$ cat src/logic/lintw_pkg.sv
// Package: constants and types for the LIN transceiver control and wake logic
package lintw_pkg;
  localparam int unsigned CLK_HZ = 25000000;
  // Stuck-dominant delay, in ms; nominal figure, window 650 to 1350 ms
  localparam int unsigned STUCK_DOMINANT_DELAY_MS = 1000;
  localparam int unsigned STUCK_DOMINANT_CYCLES =
    (CLK_HZ / 1000) * STUCK_DOMINANT_DELAY_MS;
  // Wake deglitch time, in us; nominal figure, window 42 to 95 us
  localparam int unsigned WAKE_DEGLITCH_TIME_US = 70;
  localparam int unsigned WAKE_DEGLITCH_CYCLES =
    (CLK_HZ / 1000000) * WAKE_DEGLITCH_TIME_US;
  // Stop-mode wake report delay, in us; nominal 13, window 9 to 17 us
  localparam int unsigned WAKE_REPORT_DELAY_US = 13;
  localparam int unsigned WAKE_REPORT_CYCLES =
    (CLK_HZ / 1000000) * WAKE_REPORT_DELAY_US;
  // Sleep-mode supply restart deadline, in us
  localparam int unsigned SUPPLY_RESTART_US = 1500;

  localparam int unsigned TMR_W = 25;

  typedef enum logic [2:0] {
    LINTW_MODE_NORMAL  = 3'b000,
    LINTW_MODE_NORMREQ = 3'b001,
    LINTW_MODE_SLEEP   = 3'b010,
    LINTW_MODE_STOP    = 3'b011,
    LINTW_MODE_RESET   = 3'b100
  } lintw_mode_t;

  typedef enum logic [1:0] {
    LINTW_SLEW_NORMAL = 2'b00,
    LINTW_SLEW_SLOW   = 2'b01,
    LINTW_SLEW_FAST   = 2'b10
  } lintw_slew_t;

  localparam logic [1:0] SLEW_SEL_NORMAL = 2'h0;
  localparam logic [1:0] SLEW_SEL_SLOW   = 2'h1;
endpackage : lintw_pkg

$ cat src/logic/lintw_filter.sv
// Leaf: counts how long a level has held, flags when a limit is reached
`timescale 1ns/1ns
module lintw_filter
  import lintw_pkg::*;
#(
  parameter int unsigned       W     = TMR_W,
  parameter logic [W-1:0]      LIMIT = '1
) (
  input  wire logic clk_sys,
  input  wire logic rst_n,
  input  wire logic active,
  output logic      reached
);
  typedef struct packed {
    logic [W-1:0] cnt;
    logic         hit;
  } lintw_flt_t;

  lintw_flt_t st_r;
  lintw_flt_t st_nxt;

  always_comb begin
    st_nxt = st_r;
    if (!active) begin
      st_nxt.cnt = '0;
      st_nxt.hit = 1'b0;
    end else if (st_r.cnt >= LIMIT - W'(1)) begin
      st_nxt.hit = 1'b1;
    end else begin
      st_nxt.cnt = st_r.cnt + W'(1);
    end
  end

  always_ff @(posedge clk_sys or negedge rst_n) begin
    if (!rst_n) begin
      st_r <= '0;
    end else begin
      st_r <= st_nxt;
    end
  end

  assign reached = st_r.hit;
endmodule : lintw_filter

$ cat src/logic/lintw_top.sv
// Top: LIN transceiver control, stuck-dominant guard and bus wake logic
`timescale 1ns/1ns
module lintw_top
  import lintw_pkg::*;
#(
  parameter int unsigned STUCK_CYCLES   = STUCK_DOMINANT_CYCLES,
  parameter int unsigned DEGLITCH_CYCLES = WAKE_DEGLITCH_CYCLES
) (
  input  wire logic        clk_sys,
  input  wire logic        arst_n,
  input  wire lintw_mode_t mode,
  input  wire logic        prog_mode,
  input  wire logic [1:0]  slew_sel,
  input  wire logic        txd_in,
  input  wire logic        txd_driven,
  input  wire logic        lin_bus_in,
  input  wire logic        wake_ack,
  output logic             rxd_out,
  output logic             lin_drv_o,
  output logic             lin_drv_oe,
  output logic             lin_rx_en,
  output lintw_slew_t      slew_mode,
  output logic             stuck_fault,
  output logic             irq_n,
  output logic             wake_flag,
  output logic             vdd_restart
);
  localparam logic [TMR_W-1:0] STUCK_LIM    = TMR_W'(STUCK_CYCLES);
  localparam logic [TMR_W-1:0] DEGLITCH_LIM = TMR_W'(DEGLITCH_CYCLES);
  // Report timer covers only what the deglitch wait has not already spent
  localparam int unsigned RPT_CYCLES =
    (WAKE_REPORT_CYCLES > DEGLITCH_CYCLES) ?
    WAKE_REPORT_CYCLES - DEGLITCH_CYCLES : 0;
  localparam logic [TMR_W-1:0] REPORT_LIM   = TMR_W'(RPT_CYCLES);

  typedef struct packed {
    logic [1:0]   txd_sync;
    logic [1:0]   drv_sync;
    logic [1:0]   bus_sync;
    logic [1:0]   ack_sync;
    logic         ack_prev;
    logic         fault;
    logic         rxd;
    logic         drv;
    logic         oe;
    logic         rx_en;
    logic [1:0]   slew;
    logic         irq;
    logic         wake;
    logic         restart;
    logic         rpt_run;
    logic [TMR_W-1:0] rpt_cnt;
  } lintw_st_t;

  lintw_st_t st_r;
  lintw_st_t st_nxt;
  logic [1:0] rst_sync_r;
  logic      rst_n;
  logic      txd_eff;
  logic      active;
  logic      lowpwr;
  logic      stuck_hit;
  logic      wake_hit;
  logic      ack_pulse;

  // Reset released through two flops; asserted at once
  always_ff @(posedge clk_sys or negedge arst_n) begin
    if (!arst_n) begin
      rst_sync_r <= 2'h0;
    end else begin
      rst_sync_r <= {rst_sync_r[0], 1'b1};
    end
  end
  assign rst_n = rst_sync_r[1];

  assign txd_eff = st_r.drv_sync[1] ? st_r.txd_sync[1] : 1'b1;
  assign active = (mode == LINTW_MODE_NORMAL) ||
                  (mode == LINTW_MODE_NORMREQ);
  assign lowpwr = (mode == LINTW_MODE_SLEEP) || (mode == LINTW_MODE_STOP);
  assign ack_pulse = st_r.ack_sync[1] && !st_r.ack_prev;

  lintw_filter #(
    .W     (TMR_W),
    .LIMIT (STUCK_LIM)
  ) u_stuck (
    .clk_sys (clk_sys),
    .rst_n   (rst_n),
    .active  (active && !txd_eff),
    .reached (stuck_hit)
  );

  lintw_filter #(
    .W     (TMR_W),
    .LIMIT (DEGLITCH_LIM)
  ) u_wake (
    .clk_sys (clk_sys),
    .rst_n   (rst_n),
    .active  (lowpwr && !st_r.bus_sync[1]),
    .reached (wake_hit)
  );

  always_comb begin
    st_nxt          = st_r;
    st_nxt.txd_sync = {st_r.txd_sync[0], txd_in};
    st_nxt.drv_sync = {st_r.drv_sync[0], txd_driven};
    st_nxt.bus_sync = {st_r.bus_sync[0], lin_bus_in};
    st_nxt.ack_sync = {st_r.ack_sync[0], wake_ack};
    st_nxt.ack_prev = st_r.ack_sync[1];

    if (txd_eff || !active) begin
      st_nxt.fault = 1'b0;
    end else if (stuck_hit) begin
      st_nxt.fault = 1'b1;
    end

    st_nxt.drv   = active && !txd_eff && !(st_r.fault || stuck_hit);
    st_nxt.oe    = st_nxt.drv;
    st_nxt.rx_en = active;
    st_nxt.rxd   = active ? st_r.bus_sync[1] : 1'b1;

    if (prog_mode) begin
      st_nxt.slew = LINTW_SLEW_FAST;
    end else if (slew_sel == SLEW_SEL_SLOW) begin
      st_nxt.slew = LINTW_SLEW_SLOW;
    end else begin
      st_nxt.slew = LINTW_SLEW_NORMAL;
    end

    // Wake counted from deglitch, report timer started in stop
    st_nxt.restart = 1'b0;
    if (wake_hit && !st_r.wake) begin
      st_nxt.wake = 1'b1;
      case (mode)
        LINTW_MODE_STOP: begin
          st_nxt.rpt_run = 1'b1;
          st_nxt.rpt_cnt = '0;
        end
        LINTW_MODE_SLEEP: begin
          st_nxt.restart = 1'b1;
        end
        default: begin
          st_nxt.rpt_run = st_r.rpt_run;
        end
      endcase
    end else if (ack_pulse && !st_r.rpt_run) begin
      st_nxt.wake = 1'b0;
    end

    if (st_r.rpt_run) begin
      if (st_r.rpt_cnt >= REPORT_LIM) begin
        st_nxt.rpt_run = 1'b0;
        st_nxt.irq     = 1'b1;
      end else begin
        st_nxt.rpt_cnt = st_r.rpt_cnt + TMR_W'(1);
      end
    end else if (ack_pulse) begin
      st_nxt.irq = 1'b0;
    end
  end

  // Held in reset until the synchronised release
  always_ff @(posedge clk_sys or negedge rst_n) begin
    if (!rst_n) begin
      st_r.txd_sync <= 2'h3;
      st_r.drv_sync <= 2'h0;
      st_r.bus_sync <= 2'h3;
      st_r.ack_sync <= 2'h0;
      st_r.ack_prev <= 1'b0;
      st_r.fault    <= 1'b0;
      st_r.rxd      <= 1'b1;
      st_r.drv      <= 1'b0;
      st_r.oe       <= 1'b0;
      st_r.rx_en    <= 1'b0;
      st_r.slew     <= 2'h0;
      st_r.irq      <= 1'b0;
      st_r.wake     <= 1'b0;
      st_r.restart  <= 1'b0;
      st_r.rpt_run  <= 1'b0;
      st_r.rpt_cnt  <= '0;
    end else begin
      st_r.txd_sync <= st_nxt.txd_sync;
      st_r.drv_sync <= st_nxt.drv_sync;
      st_r.bus_sync <= st_nxt.bus_sync;
      st_r.ack_sync <= st_nxt.ack_sync;
      st_r.ack_prev <= st_nxt.ack_prev;
      st_r.fault    <= st_nxt.fault;
      st_r.rxd      <= st_nxt.rxd;
      st_r.drv      <= st_nxt.drv;
      st_r.oe       <= st_nxt.oe;
      st_r.rx_en    <= st_nxt.rx_en;
      st_r.slew     <= st_nxt.slew;
      st_r.irq      <= st_nxt.irq;
      st_r.wake     <= st_nxt.wake;
      st_r.restart  <= st_nxt.restart;
      st_r.rpt_run  <= st_nxt.rpt_run;
      st_r.rpt_cnt  <= st_nxt.rpt_cnt;
    end
  end

  assign rxd_out     = st_r.rxd;
  assign lin_drv_o   = 1'b0;
  assign lin_drv_oe  = st_r.oe;
  assign lin_rx_en   = st_r.rx_en;
  assign slew_mode   = lintw_slew_t'(st_r.slew);
  assign stuck_fault = st_r.fault;
  assign irq_n       = !st_r.irq;
  assign wake_flag   = st_r.wake;
  assign vdd_restart = st_r.restart;
endmodule : lintw_top

$ cat config.mk
export PLATFORM = sky130hd
export DESIGN_NAME = lintw_top
export DESIGN_NICKNAME = d
export VERILOG_FILES = /design/src/logic/lintw_pkg.sv /design/src/logic/lintw_filter.sv /design/src/logic/lintw_top.sv
export SDC_FILE = /design/constraint.sdc
export NUM_CORES = 1
export LEC_CHECK = 0
export BUFFER_PORTS_ARGS = -buffer_cell sky130_fd_sc_hd__buf_4
export CAP_MARGIN = 40
export CELL_PAD_IN_SITES_DETAIL_PLACEMENT = 0
export CELL_PAD_IN_SITES_GLOBAL_PLACEMENT = 1
export CORE_MARGIN = 4
export CORE_UTILIZATION = 48
export CTS_CLUSTER_DIAMETER = 60
export DETAILED_ROUTE_END_ITERATION = 10
export MAX_ROUTING_LAYER = met4
export PLACE_DENSITY = 0.88
export SLEW_MARGIN = 10
export SYNTH_ARGS = -nofsm -noshare
export SYNTH_HDL_FRONTEND = slang
export SYNTH_SLANG_ARGS = --single-unit
$ cat constraint.sdc
create_clock -name clk_sys -period 2.44 [get_ports clk_sys]
set_input_delay 0.244 -clock clk_sys [delete_from_list [all_inputs] [get_ports clk_sys]]
set_output_delay 0.244 -clock clk_sys [all_outputs]
set_load 0.05 [all_outputs]
==> results.ini <==
[run_status]
status=complete, no violations

[yosys]
synth_area_per_cell_um2=10.6
synth_top_area_frac=0.512
syn-num-nets=328
synth-seq-cells=73
syn_inst=313
synthFlopType=dfrtp_1
synth_edf_count=0
yosysTopAreaCell=dfrtp_1
async_flop_share=1.00
synthesis.area_um2=3320
synth.area.top_cells=dfrtp_1, dfstp_2, a21oi_1
synth_cell_types=59
seq_area_frac_synth=0.551
yosys_warnings=0

[die]
core_um2=6760
die_h_um=91.2
rows=30
die_area_um2=8320
die_w_um=91.2
ios=22
initial_core_util=0.492

[cts]
root_buffer=clkbuf_8
clockBufferDepth=2
h-tree-depth=3
clk_pin_slew_ns=0.08
clock_sinks=73
cts_tree=done
clk_latency_ns=0.35
cts_buffers=9
ctsResizeCount=0

[final_layout]
drive_above_1_share=0.200
areaGrowthSynthToFinish_pct=15.4
diodes=0
fin_nets=360
instances_no_fill=430
final_util=0.568

[sta]
finalSetupTns_ns=0
fin_skew_ns=0.00512
fin_crit_ns=2.09
rsz0062_at_grt=false
worst_pin_slew_ns=0.899
fin_ws_ns=0.347
setup_viol=0
slew_violations=0
finalCritPeriodShare=0.858
max_freq_mhz=478
fin_hold_ws_ns=0.0386
max_slew_margin=0.399
hold_viol_final=0

[setup_path]
start_kind=flop
critical_path.max_fanout=9
r2r_start=u_stuck.st_r[1]$_DFFE_PN0P_
crit_required_ns=2.73
cp-end-kind=flop
worstReg2RegEnd=u_stuck.st_r[15]$_DFFE_PN0P_
criticalPathCategory=flop to flop
r2r_cells=7
r2r_setup_slack_ns=0.35
critPathArrivalTime_ns=2.38

[global_routing]
gr-total-overflow=0
grt_pass1_vias=2420
grt_use_total=0.177
grt_start_max_net_pins=27
antenna_found_initial=0
grt_pass1_wl_um=11500

[placement]
pre_cts_ws_ns=0.392
dp.cells=408
port_buffers=20
post-dp-hpwl_um=4500
routabilityCongestion=0.849

[routing]
num_vias=2469
route.detailed.drc=0
wl_per_cell_um=15.0
routed_wl_um=6440
dr.pass1.iters=4
initialDrtViolationCount=111
ant_nets=0
vias_per_cell=5.74

[worst_hold_path]
hold_end=slew_mode[0]$_DFF_PN0_
worstHoldStart=slew_sel[1]
hp-class=primary input to flop
holdPathStages=2

[flow_run]
cap_violations=0

[power]
leakage_nw=1.66
p_per_area_nw_per_um2=599
ir_worst_vdd_mv=0.469

[area by class of cell]
type | count | area (um^2)
clock buffers | 9 | 124
inverters | 5 | 18.8
flip-flops and latches | 73 | 1830
repair buffers | 35 | 278
well taps | 80 | 100
clock inverters | 7 | 76.3
multi-input cells | 221 | 1400
fillers | 582 | 2920
[critical path, stage by stage, from the launching register on]
cell      delay (ns)
dfrtp_1         0.40
ha_1            0.18
nand3_1         0.14
a211oi_1        0.26
o21ai_1         0.27
buf_4           0.24
or4_1           0.47
nand2_1         0.08
[per-stage QoR]
| step | power (mW) | area [um^2] |
|---|---|---|
| after floorplan | 1.32 | 3320 |
| after global placement | 1.36 | 3570 |
| after detailed placement | 1.36 | 3570 |
| after CTS | 2.33 | 3830 |
| after global routing | 2.41 | 3830 |
| final | 2.30 | 3830 |
[timing repair]
action,CTS,global route
hold endpoints to repair,7,0
setup buffers,0,0
hold buffers,6,0
[cell usage in the layout (no fill, tap or decap), types with 9 or more instances in the layout]
| cell type | instances |
|---|---|
| clkbuf_8 | 9 |
| buf_4 | 29 |
| and2_1 | 15 |
| o21ai_0 | 16 |
| or3_1 | 15 |
| a21oi_1 | 20 |
| nand3_1 | 10 |
| nor2_1 | 23 |
| nand2_1 | 24 |
| dfrtp_1 | 67 |
[state kept, by name, indices dropped and copies added (netlist names)]
| name | cells |
|---|---|
| lin_drv_oe | 1 |
| st_nxt | 5 |
| u_stuck.st_r | 25 |
| wake_flag | 1 |
| st_r | 6 |
| u_wake.reached | 1 |
| rxd_out | 1 |
| u_stuck.reached | 1 |
| stuck_fault | 1 |
| vdd_restart | 1 |
| slew_mode | 2 |
| lin_rx_en | 1 |
| u_wake.st_r | 25 |
| rst_sync_r | 2 |
[logic make-up after synthesis]
group / after synthesis / synth area share
AO/OA/AOI/OAI: 72 / 0.146
XOR/XNOR: 5 / 0.0132
adder cells (fa/ha/maj): 3 / 0.0113
buffers and inverters: 19 / 0.0282
flip-flops: 73 / 0.551
other: 2 / 0.00226
AND/OR/NAND/NOR: 139 / 0.248
[routing by layer]
| layer | track usage | vias up | routed length, um |
|---|---|---|---|
| li1 | - | 1206 | - |
| met1 | 0.225 | 1213 | 2940 |
| met2 | 0.276 | 44 | 3220 |
| met3 | 0.0572 | 6 | 237 |
| met4 | 0.0415 | 0 | 39 |
| met5 | - | - | 0 |
[power breakdown]
group	switching (mW)	internal (mW)	leakage, nW
Combinational	0.0633	0.0381	0.586
Sequential	0.0152	1.23	0.980
Clock	0.472	0.480	0.0966
[cell usage after synthesis, drive strengths merged, types with 3 or more instances]
| library cell | instances |
|---|---|
| o211ai | 7 |
| xnor2 | 4 |
| inv | 5 |
| buf | 7 |
| nor3b | 3 |
| o31ai | 5 |
| nor3 | 4 |
| nor2 | 24 |
| nor4b | 3 |
| and4 | 3 |
| clkbuf | 7 |
| nor4 | 8 |
| or4 | 6 |
| nand3 | 11 |
| a41o | 5 |
| o21ai | 17 |
| and2 | 15 |
| ha | 3 |
| nand4 | 6 |
| dfstp | 5 |
| a21oi | 20 |
| a31oi | 4 |
| or3 | 15 |
| dfrtp | 68 |
| and3 | 6 |
| nand2 | 24 |
[worst max path at each step]
stage | startpoint | slack [ns] | to
4_1_cts | u_stuck.st_r[1]$_DFFE_PN0P_ | 0.35 | u_stuck.st_r[15]$_DFFE_PN0P_
6_report | u_stuck.st_r[1]$_DFFE_PN0P_ | 0.35 | u_stuck.st_r[15]$_DFFE_PN0P_
3_3_place_gp | u_stuck.st_r[1]$_DFFE_PN0P_ | 0.43 | u_stuck.st_r[11]$_DFFE_PN0P_
3_5_place_dp | u_stuck.st_r[1]$_DFFE_PN0P_ | 0.39 | u_stuck.st_r[15]$_DFFE_PN0P_
2_1_floorplan | rst_sync_r[1]$_DFF_PN0_ | 0.27 | lin_drv_oe$_DFF_PN0_
5_1_grt | u_stuck.st_r[1]$_DFFE_PN0P_ | 0.09 | u_stuck.st_r[11]$_DFFE_PN0P_
(Power assumes the default switching activity.)
